--- config.mk ---
export PLATFORM = sky130hd
export DESIGN_NAME = shcs_top
export DESIGN_NICKNAME = d
export VERILOG_FILES = /design/src/verilog/shcs_pkg.sv /design/src/verilog/shcs_filter.sv /design/src/verilog/shcs_top.sv
export VERILOG_INCLUDE_DIRS = /design/src /design/src/verilog
export SDC_FILE = /design/constraint.sdc
export NUM_CORES = 1
export LEC_CHECK = 0
export BUFFER_PORTS_ARGS = -buffer_cell sky130_fd_sc_hd__buf_4
export CAP_MARGIN = 40
export CORE_ASPECT_RATIO = 0.7
export CORE_MARGIN = 1.5
export CORE_UTILIZATION = 50
export CTS_BUF_LIST = sky130_fd_sc_hd__clkbuf_8
export CTS_CLUSTER_DIAMETER = 100
export DETAILED_ROUTE_END_ITERATION = 16
export MAX_ROUTING_LAYER = met4
export PLACE_DENSITY = 0.75
export SYNTH_ARGS = -nofsm -noshare
export SYNTH_HDL_FRONTEND = slang
export SYNTH_SLANG_ARGS = --single-unit
--- constraint.sdc ---
create_clock -name clk -period 5.25 [get_ports clk]
set_input_delay 0.2625 -clock clk [delete_from_list [all_inputs] [get_ports clk]]
set_output_delay 0.2625 -clock clk [all_outputs]
set_load 0.005 [all_outputs]
--- src/verilog/shcs_consts.svh ---
`ifndef SHCS_CONSTS_SVH
`define SHCS_CONSTS_SVH

// Clock
`define SHCS_CLK_PERIOD_NS 8

// Register byte offsets
`define SHCS_OFS_STATUS 8'h00
`define SHCS_OFS_FILTER 8'h04
`define SHCS_OFS_CAUSE 8'h08
`define SHCS_OFS_MASK 8'h0C

// Status register fields
`define SHCS_ST_DEV_EN 0
`define SHCS_ST_HALTED 1
`define SHCS_ST_STOPPED 2
`define SHCS_ST_IN_RESET 3
`define SHCS_ST_PERIPH 4

// Cause register fields (sticky, write one to clear)
`define SHCS_CA_KEY 0
`define SHCS_CA_TIMER 1
`define SHCS_CA_IRQ 3
`define SHCS_CA_STOP_NOP 4
`define SHCS_CA_DEV_RESET 5
`define SHCS_CA_WIDTH 6

// Halt release mask bits
`define SHCS_HM_KEY 0
`define SHCS_HM_TIMER 1
`define SHCS_HM_UNUSED 2
`define SHCS_HM_IRQ 3

// Enable pin filter: least time a level must persist
`define SHCS_FILT_TIME_NS 1000
`define SHCS_FILT_CYCLES \
  ((`SHCS_FILT_TIME_NS + `SHCS_CLK_PERIOD_NS - 1) / `SHCS_CLK_PERIOD_NS)
`define SHCS_FILT_RESET 16'h007D

// Internal reset pulse length after power-on or enable-pin rise
`define SHCS_RST_TIME_NS 64
`define SHCS_RST_CYCLES \
  ((`SHCS_RST_TIME_NS + `SHCS_CLK_PERIOD_NS - 1) / `SHCS_CLK_PERIOD_NS)

`endif

--- src/verilog/shcs_pkg.sv ---
package shcs_pkg;

  typedef enum logic [1:0] {
    SHCS_RESET,
    SHCS_RUN,
    SHCS_HALT,
    SHCS_STOP
  } shcs_state_t;

  typedef logic [3:0] shcs_mask_t;

endpackage

--- src/verilog/shcs_filter.sv ---
`include "shcs_consts.svh"

module shcs_filter (
  input wire logic clk,              // System clock
  input wire logic sys_rst,          // Synchronous reset, active high
  input wire logic clk_en,           // Freezes state while low
  input wire logic level_in,         // Synchronised pin level
  input wire logic [15:0] filt_len,  // Cycles a new level must persist
  output logic level_out,            // Accepted level
  output logic rise                  // One-cycle pulse on accepted rise
);

  logic [15:0] cnt;
  wire logic [15:0] limit;
  wire logic differs;
  wire logic accept;

  // A zero setting behaves as one cycle
  assign limit = (filt_len == 16'h0000) ? 16'h0001 : filt_len;
  assign differs = level_in != level_out;
  assign accept = differs && (cnt >= 16'(limit - 16'h0001));

  // Short glitches reset the count and never reach the output
  always_ff @(posedge clk) begin
    if (sys_rst) begin
      cnt <= 16'h0000;
      level_out <= 1'b0;
      rise <= 1'b0;
    end else if (clk_en) begin
      cnt <= (!differs || accept) ? 16'h0000 : 16'(cnt + 16'h0001);
      if (accept) begin
        level_out <= level_in;
      end
      rise <= accept && level_in;
    end
  end

endmodule

--- src/verilog/shcs_top.sv ---
// Overview of operation
// - Peripherals run only while enable pin high
// - Stop honoured only while enable pin low
// - Enable pin rise or power-on resets device
// - Enable pin ignores levels shorter than filter
// - Filtered enable level readable as status flag
// - Halt stops CPU clock until release
// - Halt honoured at any enable pin level
// - Peripherals keep running during halt
// - Halt carries four-bit release mask
// - Non-interrupt release resumes at next instruction
// - Enabled release conditions are ORed together
// - Any reset always ends halt state
// - All-zero mask: only reset ends halt
// - Key, timer carry, interrupt; bit two unused
// - Honoured stop halts the crystal oscillator
// - Key mask releases on any high key pin
// - Timer mask releases when carry flag set
// - Interrupt mask releases on acknowledge, branches vector
`include "shcs_consts.svh"

module shcs_top (
  input wire logic clk,                // System clock, 125 MHz
  input wire logic sys_rst,            // Power-on reset, synchronous, active high
  input wire logic clk_en,             // Freezes all state while low
  input wire logic [7:0] paddr,        // APB address
  input wire logic psel,               // APB select
  input wire logic penable,            // APB enable
  input wire logic pwrite,             // APB direction
  input wire logic [31:0] pwdata,      // APB write data
  input wire logic [3:0] pstrb,        // APB byte strobes
  output logic [31:0] prdata,          // APB read data
  output logic pready,                 // APB ready
  output logic pslverr,                // APB error
  input wire logic halt_exec,          // Halt instruction executes, pulse
  input wire logic [3:0] halt_mask,    // Halt operand, valid with halt_exec
  input wire logic stop_exec,          // Stop instruction executes, pulse
  input wire logic timer_carry,        // Timer carry flag level, same clock
  input wire logic irq_ack,            // Interrupt acknowledged, pulse
  input wire logic [3:0] key_pins,     // Key input port pins
  input wire logic dev_en_pin,         // Device enable pin
  output logic cpu_clk_en,             // CPU operation clock enable
  output logic periph_run,             // Peripheral hardware enable
  output logic osc_run,                // Crystal oscillator enable
  output logic dev_reset,              // Device reset to the core
  output logic resume_next,            // Pulse: continue after halt
  output logic vector_take,            // Pulse: branch to interrupt vector
  output logic dev_en_flag,            // Filtered enable level
  output logic halted                  // CPU held in halt
);

  // Pin synchronisers
  logic [3:0] key_meta;
  logic [3:0] key_sync;
  logic dev_en_meta;
  logic dev_en_sync;

  always_ff @(posedge clk) begin
    if (sys_rst) begin
      key_meta <= 4'h0;
      key_sync <= 4'h0;
      dev_en_meta <= 1'b0;
      dev_en_sync <= 1'b0;
    end else if (clk_en) begin
      key_meta <= key_pins;
      key_sync <= key_meta;
      dev_en_meta <= dev_en_pin;
      dev_en_sync <= dev_en_meta;
    end
  end

  // Enable pin noise filter
  logic [15:0] filt_len;
  wire logic dev_en_filt;
  wire logic dev_en_rise;

  shcs_filter u_filter (
    .clk(clk),
    .sys_rst(sys_rst),
    .clk_en(clk_en),
    .level_in(dev_en_sync),
    .filt_len(filt_len),
    .level_out(dev_en_filt),
    .rise(dev_en_rise)
  );

  // Sticky flag update: a new event beats a clear in the same cycle
  function automatic logic [`SHCS_CA_WIDTH-1:0] sticky_next(
    input logic [`SHCS_CA_WIDTH-1:0] cur,
    input logic [`SHCS_CA_WIDTH-1:0] set,
    input logic [`SHCS_CA_WIDTH-1:0] clr
  );
    sticky_next = (cur & ~clr) | set;
  endfunction

  // Byte-lane merge for register writes
  function automatic logic [15:0] lane_merge(
    input logic [15:0] cur,
    input logic [15:0] wdat,
    input logic [1:0] strb
  );
    lane_merge = {strb[1] ? wdat[15:8] : cur[15:8], strb[0] ? wdat[7:0] : cur[7:0]};
  endfunction

  // Sequencer state
  shcs_pkg::shcs_state_t state;
  shcs_pkg::shcs_state_t next_state;
  shcs_pkg::shcs_mask_t held_mask;
  logic [7:0] rst_cnt;
  logic [`SHCS_CA_WIDTH-1:0] cause;

  // Release conditions
  wire logic key_any;
  wire logic rel_key;
  wire logic rel_tmr;
  wire logic rel_irq;
  wire logic rel_any;
  wire logic in_halt;
  wire logic in_run;
  wire logic in_reset;
  wire logic rst_done;
  wire logic stop_ok;
  wire logic stop_nop;
  wire logic halt_go;

  assign in_halt = state == shcs_pkg::SHCS_HALT;
  assign in_run = state == shcs_pkg::SHCS_RUN;
  assign in_reset = state == shcs_pkg::SHCS_RESET;
  assign key_any = |key_sync;
  // Mask bit two has no release source and is ignored
  assign rel_key = held_mask[`SHCS_HM_KEY] && key_any;
  assign rel_tmr = held_mask[`SHCS_HM_TIMER] && timer_carry;
  assign rel_irq = held_mask[`SHCS_HM_IRQ] && irq_ack;
  assign rel_any = in_halt && (rel_key || rel_tmr || rel_irq);
  assign rst_done = in_reset && (rst_cnt >= 8'(`SHCS_RST_CYCLES - 1));
  assign halt_go = in_run && halt_exec;
  assign stop_ok = in_run && !halt_exec && stop_exec && !dev_en_filt;
  assign stop_nop = in_run && !halt_exec && stop_exec && dev_en_filt;

  // Next state; an enable-pin rise overrides every other event
  always_comb begin
    next_state = state;
    case (state)
      shcs_pkg::SHCS_RESET: begin
        if (rst_done) begin
          next_state = shcs_pkg::SHCS_RUN;
        end
      end
      shcs_pkg::SHCS_RUN: begin
        if (halt_go) begin
          next_state = shcs_pkg::SHCS_HALT;
        end else if (stop_ok) begin
          next_state = shcs_pkg::SHCS_STOP;
        end
      end
      shcs_pkg::SHCS_HALT: begin
        if (rel_any) begin
          next_state = shcs_pkg::SHCS_RUN;
        end
      end
      shcs_pkg::SHCS_STOP: begin
        next_state = shcs_pkg::SHCS_STOP;
      end
      default: begin
        next_state = shcs_pkg::SHCS_RESET;
      end
    endcase
    if (dev_en_rise) begin
      next_state = shcs_pkg::SHCS_RESET;
    end
  end

  wire logic next_cpu_clk_en;
  wire logic next_periph_run;
  wire logic next_osc_run;
  wire logic next_dev_reset;
  wire logic next_resume;
  wire logic next_vector;

  assign next_cpu_clk_en = next_state == shcs_pkg::SHCS_RUN;
  // Halt does not touch peripherals; only the enable level, reset and stop do
  assign next_periph_run = dev_en_filt && (next_state == shcs_pkg::SHCS_RUN ||
                           next_state == shcs_pkg::SHCS_HALT);
  assign next_osc_run = next_state != shcs_pkg::SHCS_STOP;
  assign next_dev_reset = next_state == shcs_pkg::SHCS_RESET;
  assign next_resume = rel_any && !rel_irq && !dev_en_rise;
  assign next_vector = rel_any && rel_irq && !dev_en_rise;

  always_ff @(posedge clk) begin
    if (sys_rst) begin
      state <= shcs_pkg::SHCS_RESET;
      rst_cnt <= 8'h00;
    end else if (clk_en) begin
      state <= next_state;
      if (next_state == shcs_pkg::SHCS_RESET && !in_reset) begin
        rst_cnt <= 8'h00;
      end else if (dev_en_rise) begin
        rst_cnt <= 8'h00;
      end else if (in_reset && !rst_done) begin
        rst_cnt <= 8'(rst_cnt + 8'h01);
      end
    end
  end

  // Release mask is captured with the halt instruction
  always_ff @(posedge clk) begin
    if (sys_rst) begin
      held_mask <= 4'h0;
    end else if (clk_en && halt_go) begin
      held_mask <= halt_mask;
    end
  end

  // Output flops
  always_ff @(posedge clk) begin
    if (sys_rst) begin
      cpu_clk_en <= 1'b0;
      periph_run <= 1'b0;
      osc_run <= 1'b1;
      dev_reset <= 1'b1;
      resume_next <= 1'b0;
      vector_take <= 1'b0;
      dev_en_flag <= 1'b0;
      halted <= 1'b0;
    end else if (clk_en) begin
      cpu_clk_en <= next_cpu_clk_en;
      periph_run <= next_periph_run;
      osc_run <= next_osc_run;
      dev_reset <= next_dev_reset;
      resume_next <= next_resume;
      vector_take <= next_vector;
      dev_en_flag <= dev_en_filt;
      halted <= next_state == shcs_pkg::SHCS_HALT;
    end
  end

  // APB slave: ready one cycle into the access phase
  wire logic apb_access;
  wire logic apb_done;
  wire logic hit_status;
  wire logic hit_filter;
  wire logic hit_cause;
  wire logic hit_mask;
  wire logic hit_any;
  wire logic wr_ro;
  wire logic wr_filter;
  wire logic wr_cause;
  wire logic [31:0] status_word;
  wire logic [31:0] next_prdata;
  wire logic [`SHCS_CA_WIDTH-1:0] cause_set;
  wire logic [`SHCS_CA_WIDTH-1:0] cause_clr;

  assign apb_access = psel && penable && !pready;
  assign apb_done = psel && penable && pready;
  assign hit_status = paddr == `SHCS_OFS_STATUS;
  assign hit_filter = paddr == `SHCS_OFS_FILTER;
  assign hit_cause = paddr == `SHCS_OFS_CAUSE;
  assign hit_mask = paddr == `SHCS_OFS_MASK;
  assign hit_any = hit_status || hit_filter || hit_cause || hit_mask;
  assign wr_ro = pwrite && (hit_status || hit_mask);
  assign wr_filter = apb_done && pwrite && hit_filter;
  assign wr_cause = apb_done && pwrite && hit_cause && pstrb[0];

  assign status_word = {27'h000_0000, periph_run, in_reset,
                        state == shcs_pkg::SHCS_STOP, halted, dev_en_flag};

  assign next_prdata = hit_status ? status_word :
                       hit_filter ? {16'h0000, filt_len} :
                       hit_cause ? {26'h000_0000, cause} :
                       hit_mask ? {28'h000_0000, held_mask} : 32'h0000_0000;

  assign cause_set = {dev_en_rise, stop_nop, rel_irq && in_halt, 1'b0,
                      rel_tmr && in_halt, rel_key && in_halt};
  assign cause_clr = wr_cause ? pwdata[`SHCS_CA_WIDTH-1:0] : 6'h00;

  always_ff @(posedge clk) begin
    if (sys_rst) begin
      pready <= 1'b0;
      pslverr <= 1'b0;
      prdata <= 32'h0000_0000;
    end else if (clk_en) begin
      pready <= apb_access;
      pslverr <= apb_access && (!hit_any || wr_ro);
      if (apb_access && !pwrite) begin
        prdata <= next_prdata;
      end
    end
  end

  // Filter length steers the enable pin filter
  always_ff @(posedge clk) begin
    if (sys_rst) begin
      filt_len <= `SHCS_FILT_RESET;
    end else if (clk_en && wr_filter) begin
      filt_len <= lane_merge(filt_len, pwdata[15:0], pstrb[1:0]);
    end
  end

  always_ff @(posedge clk) begin
    if (sys_rst) begin
      cause <= 6'h00;
    end else if (clk_en) begin
      cause <= sticky_next(cause, cause_set, cause_clr);
    end
  end

endmodule
==> impl_summary.txt, run 1 <==
----------------------------------------------------
[GRT]
  Number of antenna violations at the first check in global routing ... 0
  Combined global-route utilization of all metal layers ... 23.2%
  Global-route wire length before repair ... 17.6 mm
  Total congestion overflow ... 0
  Pin count of the biggest net entering global routing ... 65
  Number of global-route vias before repair ... 3687

[Clock tree]
  Number of gates resized after cts ... 0
  Setup fix buffers added after clock tree synthesis ... 0
  Cts-stage hold buffer count ... 0
  Clock latency of the later-clocked register in the worst-skew pair ... 370 ps
  TritonCTS clock tree ... built
  Total clock sinks ... 90
  Maximum level of the CTS H-tree ... 3
  Clock-pin slew of the registers on the worst-case setup and hold paths ... 90 ps
  Clock buffer count from CTS ... 9
  Root Buffer Master ... sky130_fd_sc_hd__clkbuf_8
  Largest buffer count on any clock path ... 2

[Die]
  Die Area ... 9810 µm²
  Placeable core region ... 9000 µm²
  Die span in x ... 118 µm
  Site Rows ... 29
  Initial core utilization ... 51.2%
  IO Pins ... 105
  Die span in y ... 83.3 µm

[STA]
  Slew at the pin with the worst max-slew slack ... 770 ps
  Final period util ... 77.6%
  Worst slew margin ... 48.3%
  Total of endpoints with negative setup slack in the final report ... 0
  Sum Neg Setup Slack ... 0 ps
  Post-layout min period ... 4070 ps
  Slew Limit Fails ... 0
  Clock skew after layout ... 12.5 ps
  Maximum operating frequency ... 245 MHz
  Final Hold Fails ... 0
  Unrepaired setup endpoints after global routing ... no

[Worst setup path]
  Required time reported for the critical path endpoint ... 5490 ps
  Cell Chain, Critical Path ... or4_1 -> nor2_1 -> and4_1 -> nor2_1 -> ha_1 -> nor4b_4 -> nand3b_1 -> xor2_1 -> ha_1 -> nand4_1 -> a211o_1 -> o32a_1 -> a32oi_4 -> nor2_1
  Most prevalent standard cell on the critical path ... sky130_fd_sc_hd__nor2_1
  Category of cells accounting for the largest share of critical-path delay ... simple AND/OR/NAND/NOR gates
  Crit Path Class ... reg2reg
  Maximum fanout along the worst path ... 14
  Crit path arrival time ... 4310 ps
  Logic depth of the worst register-to-register path ... 14
  Crit path depth ... 14
  Kind of capture point of the worst setup path ... flop
  Critical Path Source Type ... flop
  Worst-path cell with the longest stage delay ... sky130_fd_sc_hd__or4_1
  Buf/Inv on CP ... 0
  Worst path max stage delay ... 540 ps

[Cells and area]
  Most used cells in the layout excluding fill and tap cells ... sky130_fd_sc_hd__dfxtp_1 (90), sky130_fd_sc_hd__nor2_1 (73), sky130_fd_sc_hd__buf_4 (70), sky130_fd_sc_hd__nand2_1 (48), sky130_fd_sc_hd__mux2i_1 (39)
  Fillcell total ... 801
  Final-stage net count ... 666
  Count of inserted antenna diode cells ... 0
  Post-layout utilization of the core ... 59.3%
  Signed area change from the synthesized netlist to the final layout ... 15.9%
  Most frequent standard cell in the layout excluding fill and tap cells ... sky130_fd_sc_hd__dfxtp_1
  Share of final-layout standard cells stronger than drive strength 1 ... 16.9%

[Outcome]
  Run status ... complete, no violations

[Yosys]
  Count of distinct cell types in the synthesized netlist ... 57
  Share of synthesized area occupied by flip-flops and latches ... 39.1%
  Netlist Area Pre-Place ... 4610 µm²
  EDFF count, synth ... 0
  Yosys warnings ... 0
  Post-synth top flop ... sky130_fd_sc_hd__dfxtp_1
  Post-synth ARST share ... 0%
  Average cell area after synthesis ... 8.82 µm²
  FF+latch count, synth ... 90
  Synthesized netlist cell count ... 522

[Power and ir drop]
  Fraction of power spent switching nets ... 23.6%
  Power after layout ... 1270 µW
  Ratio of total power to cell area ... 238 nW/µm²
  Design internal power ... 971 µW
  Net switching component of the power ... 300 µW
  Worst vdd rail ir drop ... 0.000131 V
  Register share of total power ... 54.5%
  Leakage power ... 0.00216 µW
  Clock group share of total power ... 39.2%
  Part of the power in combinational logic ... 6.3%

[Placement]
  Port bufs ... 70
  Post-DP HPWL ... 7.93 mm
  RD Place Congestion ... 0.825

[Drt]
  Detailed-route wire length ... 10.8 mm
  Via-per-instance ratio ... 5.54
  Length of the first detailed-routing pass in iterations ... 5
  ANT nets after route ... 0
  Drt first-iter violations ... 360
  Remaining DRCs ... 0
  Total via count after detailed routing ... 3931
  Routed wire length per instance ... 15.2 µm

[Min path]
  Hold/Removal Path Class ... in2reg
  Cell count of the worst hold path ... 3

[Job]
  Max-cap viol count ... 0

----------------------------------------------------
## layer usage
layer  vias to the layer above  share of wire [%]  GRT usage (%)  routed length [µm]
li1                       1924                  -              -                   -
met4                         0                2.2           9.31                 235
met1                      1846                 47           30.7                5120
met3                        20                6.6           6.46                 717
met5                         -                  0              -                   0
met2                       141                 44           33.4                4710
## state kept, by name, summed over array words and instances (netlist names), 2 cells and up
register / cells
state: 2
held_mask: 4
key_sync: 4
prdata: 16
key_meta: 4
rst_cnt: 8
filt_len: 16
cause: 6
u_filter.cnt: 16
## synth_stat cells (5+ instances only)
library cell / n / area share [%]
sky130_fd_sc_hd__nand2_1: 48 / 3.9
sky130_fd_sc_hd__inv_1: 18 / 1.5
sky130_fd_sc_hd__nand3_1: 27 / 2.9
sky130_fd_sc_hd__and3_1: 5 / 0.68
sky130_fd_sc_hd__nand4_1: 11 / 1.5
sky130_fd_sc_hd__a21oi_1: 23 / 2.5
sky130_fd_sc_hd__nand2b_1: 6 / 0.82
sky130_fd_sc_hd__dfxtp_1: 90 / 39
sky130_fd_sc_hd__nor2_1: 73 / 5.9
sky130_fd_sc_hd__o21ai_0: 13 / 1.4
sky130_fd_sc_hd__xor2_1: 15 / 2.9
sky130_fd_sc_hd__nor4_1: 5 / 0.68
sky130_fd_sc_hd__a22oi_1: 7 / 1.1
sky130_fd_sc_hd__mux2i_1: 39 / 8.5
sky130_fd_sc_hd__xnor2_1: 11 / 2.1
sky130_fd_sc_hd__nor3_1: 10 / 1.1
sky130_fd_sc_hd__ha_1: 23 / 6.2
sky130_fd_sc_hd__clkbuf_1: 13 / 1.1
sky130_fd_sc_hd__buf_4: 16 / 2.6
## worst min-delay path, stage by stage
cell and delay, ps:
sky130_fd_sc_hd__buf_4 80, sky130_fd_sc_hd__mux2i_1 60, sky130_fd_sc_hd__nand2_1 60
## final timing paths
check / slack, ps / endpoint / start
max: 1180 / u_filter.cnt[8] / filt_len[12]
min: 120 / filt_len[6] / pwdata[6]
max reg2reg: 1180 / u_filter.cnt[8] / filt_len[12]
min reg2reg: 460 / prdata[14] / prdata[14]
## stage by stage
stage          cell area (µm²)  std cells  setup slack, ps  hold slack (ps)
6_report                  5340        709             1180              118
5_1_grt                   5340        709              941              112
4_1_cts                   5340        709             1200              107
3_5_place_dp              5130        693             1230              442
3_3_place_gp              5130        693             1430              431
2_1_floorplan             4660        537             1730              391
## area by class of cell
| cell class | instances | area, µm² | share of cell area (%) |
|---|---|---|---|
| clock buffers | 11 | 151 | 2.84 |
| clock inverters | 5 | 61.3 | 1.15 |
| inverters | 18 | 67.6 | 1.27 |
| multi-input cells | 391 | 2580 | 48.3 |
| flip-flops and latches | 90 | 1800 | 33.7 |
| well taps | 124 | 155 | 2.91 |
| repair buffers | 70 | 526 | 9.84 |
## power groups by stage
stage	clock network, µW	logic [µW]	registers, µW
after floorplan	0	52.2	707
after global placement	0	77.7	708
after detailed placement	0	79.6	708
after CTS	507	79.8	692
after global routing	535	87.7	693
final	498	80.1	692
## cell families (layout without fill, tap and decap cells)
kind of cell	after synthesis	count (layout)	share of synthesized area [%]
AOI/OAI and AO/OA	73	73	10.8
xor gates and xnor gates	26	26	4.94
adders and majority gates	23	23	6.25
buffers and inverters	56	104	6.14
DFF	90	90	39.1
muxes	43	43	10.5
other	1	16	0.0814
and+or+nand+nor	210	210	22.2
Power figures use the tool's default switching activity.
==> run 2, diff against run 1 <==
Clock period 5.25 ns to 3.91 ns, I/O delays scaled along.
==> impl_summary.txt, run 2 (synthesis gave the netlist of run 1 again) <==
----------------------------------------------------
[Drt]
  Detailed-route wire length ... 10.5 mm
  ANT nets after route ... 0
  Routed wire length per instance ... 14.6 µm
  Via-per-instance ratio ... 5.40
  Remaining DRCs ... 0
  Drt first-iter violations ... 266
  Length of the first detailed-routing pass in iterations ... 5
  Total via count after detailed routing ... 3888

[Clock tree]
  TritonCTS clock tree ... built
  Clock-pin slew of the registers on the worst-case setup and hold paths ... 90 ps
  Clock buffer count from CTS ... 9
  Maximum level of the CTS H-tree ... 3
  Number of gates resized after cts ... 0
  Total clock sinks ... 90
  Clock latency of the later-clocked register in the worst-skew pair ... 370 ps
  Root Buffer Master ... sky130_fd_sc_hd__clkbuf_8
  Largest buffer count on any clock path ... 2

[STA]
  Slew at the pin with the worst max-slew slack ... 829 ps
  Final Hold Fails ... 0
  Maximum operating frequency ... 273 MHz
  Final period util ... 93.8%
  Slew Limit Fails ... 0
  Worst slew margin ... 44.2%
  Worst Setup Slack, final ... 241 ps
  Total of endpoints with negative setup slack in the final report ... 0
  Sum Neg Setup Slack ... 0 ps
  Worst hold-check slack ... 58.0 ps
  Post-layout min period ... 3670 ps
  Unrepaired setup endpoints after global routing ... no
  Clock skew after layout ... 14.2 ps

[Power and ir drop]
  Fraction of power spent switching nets ... 23.4%
  Net switching component of the power ... 385 µW
  Power after layout ... 1650 µW
  Part of the power in combinational logic ... 6.7%
  Register share of total power ... 56.4%
  Leakage power ... 0.00222 µW
  Clock group share of total power ... 36.9%
  Ratio of total power to cell area ... 305 nW/µm²
  Design internal power ... 1260 µW
  Worst vdd rail ir drop ... 0.000205 V

[Worst setup path]
  Critical Path Source Type ... flop
  Kind of capture point of the worst setup path ... flop
  Maximum fanout along the worst path ... 14
  Crit Path Class ... reg2reg
  Reg-to-reg setup timing slack ... 240 ps
  Required time reported for the critical path endpoint ... 4160 ps
  Crit path arrival time ... 3920 ps

[Die]
  IO Pins ... 105
  Die span in x ... 118 µm
  Initial core utilization ... 51.2%
  Placeable core region ... 9000 µm²
  Die span in y ... 83.3 µm
  Site Rows ... 29
  Die Area ... 9810 µm²

[GRT]
  Number of global-route vias before repair ... 3590
  Number of antenna violations at the first check in global routing ... 0
  Global-route wire length before repair ... 17.7 mm
  Combined global-route utilization of all metal layers ... 23.0%
  Total congestion overflow ... 0
  Pin count of the biggest net entering global routing ... 65

[Cells and area]
  Final-stage net count ... 677
  Share of final-layout standard cells stronger than drive strength 1 ... 18.3%
  Largest registers ... filt_len (16), prdata (16), u_filter.cnt (16)
  Most used cells in the layout excluding fill and tap cells ... sky130_fd_sc_hd__dfxtp_1 (90), sky130_fd_sc_hd__buf_4 (80), sky130_fd_sc_hd__nor2_1 (73), sky130_fd_sc_hd__nand2_1 (48), sky130_fd_sc_hd__mux2i_1 (39)
  Most frequent standard cell in the layout excluding fill and tap cells ... sky130_fd_sc_hd__dfxtp_1
  Finished Layout Cells ... 720
  Signed area change from the synthesized netlist to the final layout ... 17.4%
  Fillcell total ... 807
  Count of inserted antenna diode cells ... 0

[Job]
  Max-cap viol count ... 0

[Placement]
  Post-DP HPWL ... 7.89 mm
  Post-Place Setup Slack ... 218 ps
  Port bufs ... 70
  Cells after DPL ... 703
  RD Place Congestion ... 0.847

[Min path]
  Hold/Removal Path Class ... in2reg

[Outcome]
  Run status ... complete, no violations

----------------------------------------------------
-- run 2: cell count changes in the layout (fill, tap and decap cells not counted), sizes merged --
cell      previous run  this run
clkinv               0         4
buf                 70        81
clkinvlp             3         1
clkbuf              11         9
-- run 2: worst max-delay path, cell delays in order, from the launching register on --
cell	delay [ps]
sky130_fd_sc_hd__dfxtp_1	360
sky130_fd_sc_hd__or4_1	500
sky130_fd_sc_hd__nor2_1	140
sky130_fd_sc_hd__and4_1	270
sky130_fd_sc_hd__nor2_1	80
sky130_fd_sc_hd__ha_1	240
sky130_fd_sc_hd__nor4b_4	160
sky130_fd_sc_hd__nand2_1	90
sky130_fd_sc_hd__xor2_1	80
sky130_fd_sc_hd__ha_1	300
sky130_fd_sc_hd__nand4_1	120
sky130_fd_sc_hd__a211o_1	290
sky130_fd_sc_hd__o32a_1	430
sky130_fd_sc_hd__a32oi_4	270
sky130_fd_sc_hd__buf_12	160
sky130_fd_sc_hd__nor2_1	50
-- run 2: power groups by stage --
stage | clock, µW | sequential [µW] | combinational (µW)
after floorplan | 0 | 949 | 70.1
after global placement | 0 | 950 | 105
after detailed placement | 0 | 951 | 107
after CTS | 624 | 929 | 107
after global routing | 658 | 930 | 122
final | 608 | 929 | 111
-- run 2: cell type report --
cell class	count	area [µm²]	area share [%]
Clock inverter	7	61.3	1.13
Inverter	18	67.6	1.25
Clock buffer	9	124	2.29
Timing Repair Buffer	81	621	11.5
Tap cell	124	155	2.87
Multi-Input combinational cell	391	2580	47.7
Sequential cell	90	1800	33.3
-- run 2: stage by stage --
stage | utilization, % | cell area [µm²]
global route | 60.1 | 5410
global placement | 57.8 | 5200
floorplan | - | 4660
CTS | 59.9 | 5390
detailed placement | 57.8 | 5200
finish | 60.1 | 5410
-- run 2: worst paths after layout --
kind | start | end | cells after the start
setup / recovery | filt_len[14] | u_filter.cnt[5] | 15
hold / removal | key_pins[1] | key_meta[1] | 3
setup reg to reg | filt_len[14] | u_filter.cnt[5] | 15
hold reg to reg | cause[2] | cause[2] | 1
-- run 2: routing by layer --
metal  global-route usage (%)  wire length [µm]  up-vias
li1                         -                 -     1938
met2                     32.5              4470      110
met1                     32.9              5350     1826
met4                     5.65               130        0
met3                     5.70               573       14
met5                        -                 0        -
-- run 2: what timing repair did --
item                                    4_1_cts  5_1_grt
hold buffers                                  0        0
endpoints found under the setup margin        0       10
buffers inserted                              0        1
==> run 3, diff against run 2 <==
Settings changed: BUFFER_PORTS_ARGS -buffer_cell sky130_fd_sc_hd__buf_4 to unset, CORE_MARGIN 1.5 to 2, CORE_UTILIZATION 50 to 45, DONT_BUFFER_PORTS set to 1, PLACE_DENSITY 0.75 to unset.
==> impl_summary.txt, run 3 (synthesis gave the netlist of run 1 again) <==
----------------------------------------------------
[Outcome]
  Run status ... complete, no violations

[GRT]
  Global route hottest layer ... met2
  Global-route wire length before repair ... 18.1 mm
  Combined global-route utilization of all metal layers ... 21.4%
  Number of global-route vias before repair ... 3469
  GR met1 Demand/Resource ... 29.9%
  Pin count of the biggest net entering global routing ... 61
  Number of antenna violations at the first check in global routing ... 0
  Grt met3 use ... 6.59%
  Met2 layer usage reported by global route ... 30.1%
  Total congestion overflow ... 0

[STA]
  Slew at the pin with the worst max-slew slack ... 873 ps
  Sum Neg Setup Slack ... 0 ps
  Total of endpoints with negative setup slack in the final report ... 0
  Final period util ... 94.8%
  Worst slew margin ... 41.3%
  Clock skew after layout ... 10.4 ps
  Post-layout min period ... 3710 ps
  Maximum operating frequency ... 270 MHz
  Slew Limit Fails ... 0
  Final Hold Fails ... 0
  Unrepaired setup endpoints after global routing ... no

[Worst setup path]
  Crit Path Class ... reg2reg
  Kind of capture point of the worst setup path ... flop
  R2r endpoint ... u_filter.cnt[7]
  Critical Path Source Type ... flop
  Maximum fanout along the worst path ... 14
  Logic depth of the worst register-to-register path ... 14
  Start of the worst register-to-register path ... filt_len[11]
  Required time reported for the critical path endpoint ... 4150 ps
  Crit path arrival time ... 3940 ps
  Reg-to-reg setup timing slack ... 200 ps

[Clock tree]
  TritonCTS clock tree ... built
  Clock latency of the later-clocked register in the worst-skew pair ... 370 ps
  Largest buffer count on any clock path ... 2
  Clock buffer count from CTS ... 9
  Maximum level of the CTS H-tree ... 3
  Setup fix buffers added after clock tree synthesis ... 0
  Clock-pin slew of the registers on the worst-case setup and hold paths ... 80 ps
  Number of gates resized after cts ... 0
  Total clock sinks ... 90
  Root Buffer Master ... sky130_fd_sc_hd__clkbuf_8

[Placement]
  Cells after DPL ... 642
  Post-DP HPWL ... 7.80 mm
  RD Place Congestion ... 0.853
  Port bufs ... 0

[Die]
  Die Area ... 11100 µm²
  Initial core utilization ... 46.8%
  IO Pins ... 105
  Placeable core region ... 9830 µm²
  Die span in y ... 88.6 µm
  Die span in x ... 125 µm
  Site Rows ... 30

[Drt]
  Detailed-route wire length ... 11.2 mm
  Remaining DRCs ... 0
  Routed wire length per instance ... 16.3 µm
  Total via count after detailed routing ... 3766
  Length of the first detailed-routing pass in iterations ... 5
  Drt first-iter violations ... 265
  ANT nets after route ... 0
  Via-per-instance ratio ... 5.48

[Job]
  Max-cap viol count ... 0

[Cells and area]
  Largest registers ... filt_len (16), prdata (16), u_filter.cnt (16)
  Signed area change from the synthesized netlist to the final layout ... 13.8%
  Final-stage net count ... 640
  Finished Layout Cells ... 687
  Most frequent standard cell in the layout excluding fill and tap cells ... sky130_fd_sc_hd__dfxtp_1
  Count of inserted antenna diode cells ... 0
  Most used cells in the layout excluding fill and tap cells ... sky130_fd_sc_hd__dfxtp_1 (90), sky130_fd_sc_hd__nor2_1 (73), sky130_fd_sc_hd__nand2_1 (48), sky130_fd_sc_hd__mux2i_1 (39)
  Share of final-layout standard cells stronger than drive strength 1 ... 8.05%

[Power and ir drop]
  Worst vdd rail ir drop ... 0.000158 V
  Ratio of total power to cell area ... 320 nW/µm²
  Leakage power ... 0.00202 µW

[Min path]
  Launch point of the worst hold path ... clk_en
  Cell count of the worst hold path ... 3
  Hold/Removal Path Class ... in2reg
  Worst hold endpoint ... osc_run

----------------------------------------------------
==> run 3: cell types whose count changed in the layout (fill, tap and decap cells not counted), sizes merged <==
cell	before	now
clkinvlp	1	2
clkbuf	9	11
dlygate4sd3	0	27
clkinv	4	1
buf	81	17
==> run 3: worst max path at each step <==
stage	startpoint	to	slack, ps	depth (start not counted)
after floorplan	filt_len[11]	u_filter.cnt[10]	390	15
after global placement	filt_len[11]	u_filter.cnt[7]	280	14
after detailed placement	filt_len[11]	u_filter.cnt[5]	210	14
after CTS	filt_len[11]	u_filter.cnt[7]	190	14
after global routing	filt_len[11]	u_filter.cnt[5]	2	14
final	filt_len[11]	u_filter.cnt[7]	200	14
==> run 3: stage by stage <==
step                      setup WS, ps  hold WS [ps]  power (µW)  area, µm²  utilization, %
after floorplan                    392           324        1020       4660               -
after global placement             278           276         997       4720            48.0
after detailed placement           208           278         998       4720            48.0
after CTS                          194          2.80        1690       5240            53.3
after global routing              1.87          7.88        1740       5240            53.3
final                              203          14.5        1680       5240            53.3
==> run 3: final cells by class <==
class | instances | area [µm²]
fillers | 929 | 4590
multi-input cells | 391 | 2580
flip-flops and latches | 90 | 1800
repair buffers | 44 | 430
well taps | 128 | 160
clock buffers | 11 | 151
inverters | 18 | 67.6
clock inverters | 5 | 53.8
==> run 3: power breakdown <==
| part | switching [µW] | internal [µW] |
|---|---|---|
| sequential | 5.76 | 923 |
| combinational | 49.2 | 43.1 |
| clock | 331 | 327 |
==> run 3: what timing repair did <==
| item | CTS | global route |
|---|---|---|
| setup endpoints to repair | 0 | 0 |
| hold buffers | 29 | 0 |
| endpoints found under the hold margin | 68 | 0 |
==> run 3: worst max-delay path: stages, from the launching register on <==
cell	delay [ps]
sky130_fd_sc_hd__dfxtp_1	310
sky130_fd_sc_hd__or4_1	540
sky130_fd_sc_hd__nor2_1	140
sky130_fd_sc_hd__and4_1	250
sky130_fd_sc_hd__nor2_1	80
sky130_fd_sc_hd__ha_1	230
sky130_fd_sc_hd__nor4b_4	160
sky130_fd_sc_hd__nand2_1	70
sky130_fd_sc_hd__xor2_1	80
sky130_fd_sc_hd__ha_1	300
sky130_fd_sc_hd__nand4_1	140
sky130_fd_sc_hd__a211o_1	290
sky130_fd_sc_hd__o32a_1	430
sky130_fd_sc_hd__a32oi_4	430
sky130_fd_sc_hd__nor2_1	100
==> run 3: per-layer routing <==
metal  wire length (µm)  up-vias
li1                   -     1865
met1               5630     1742
met2               4550      143
met3                907       16
met4                145        0
met5                  0        -
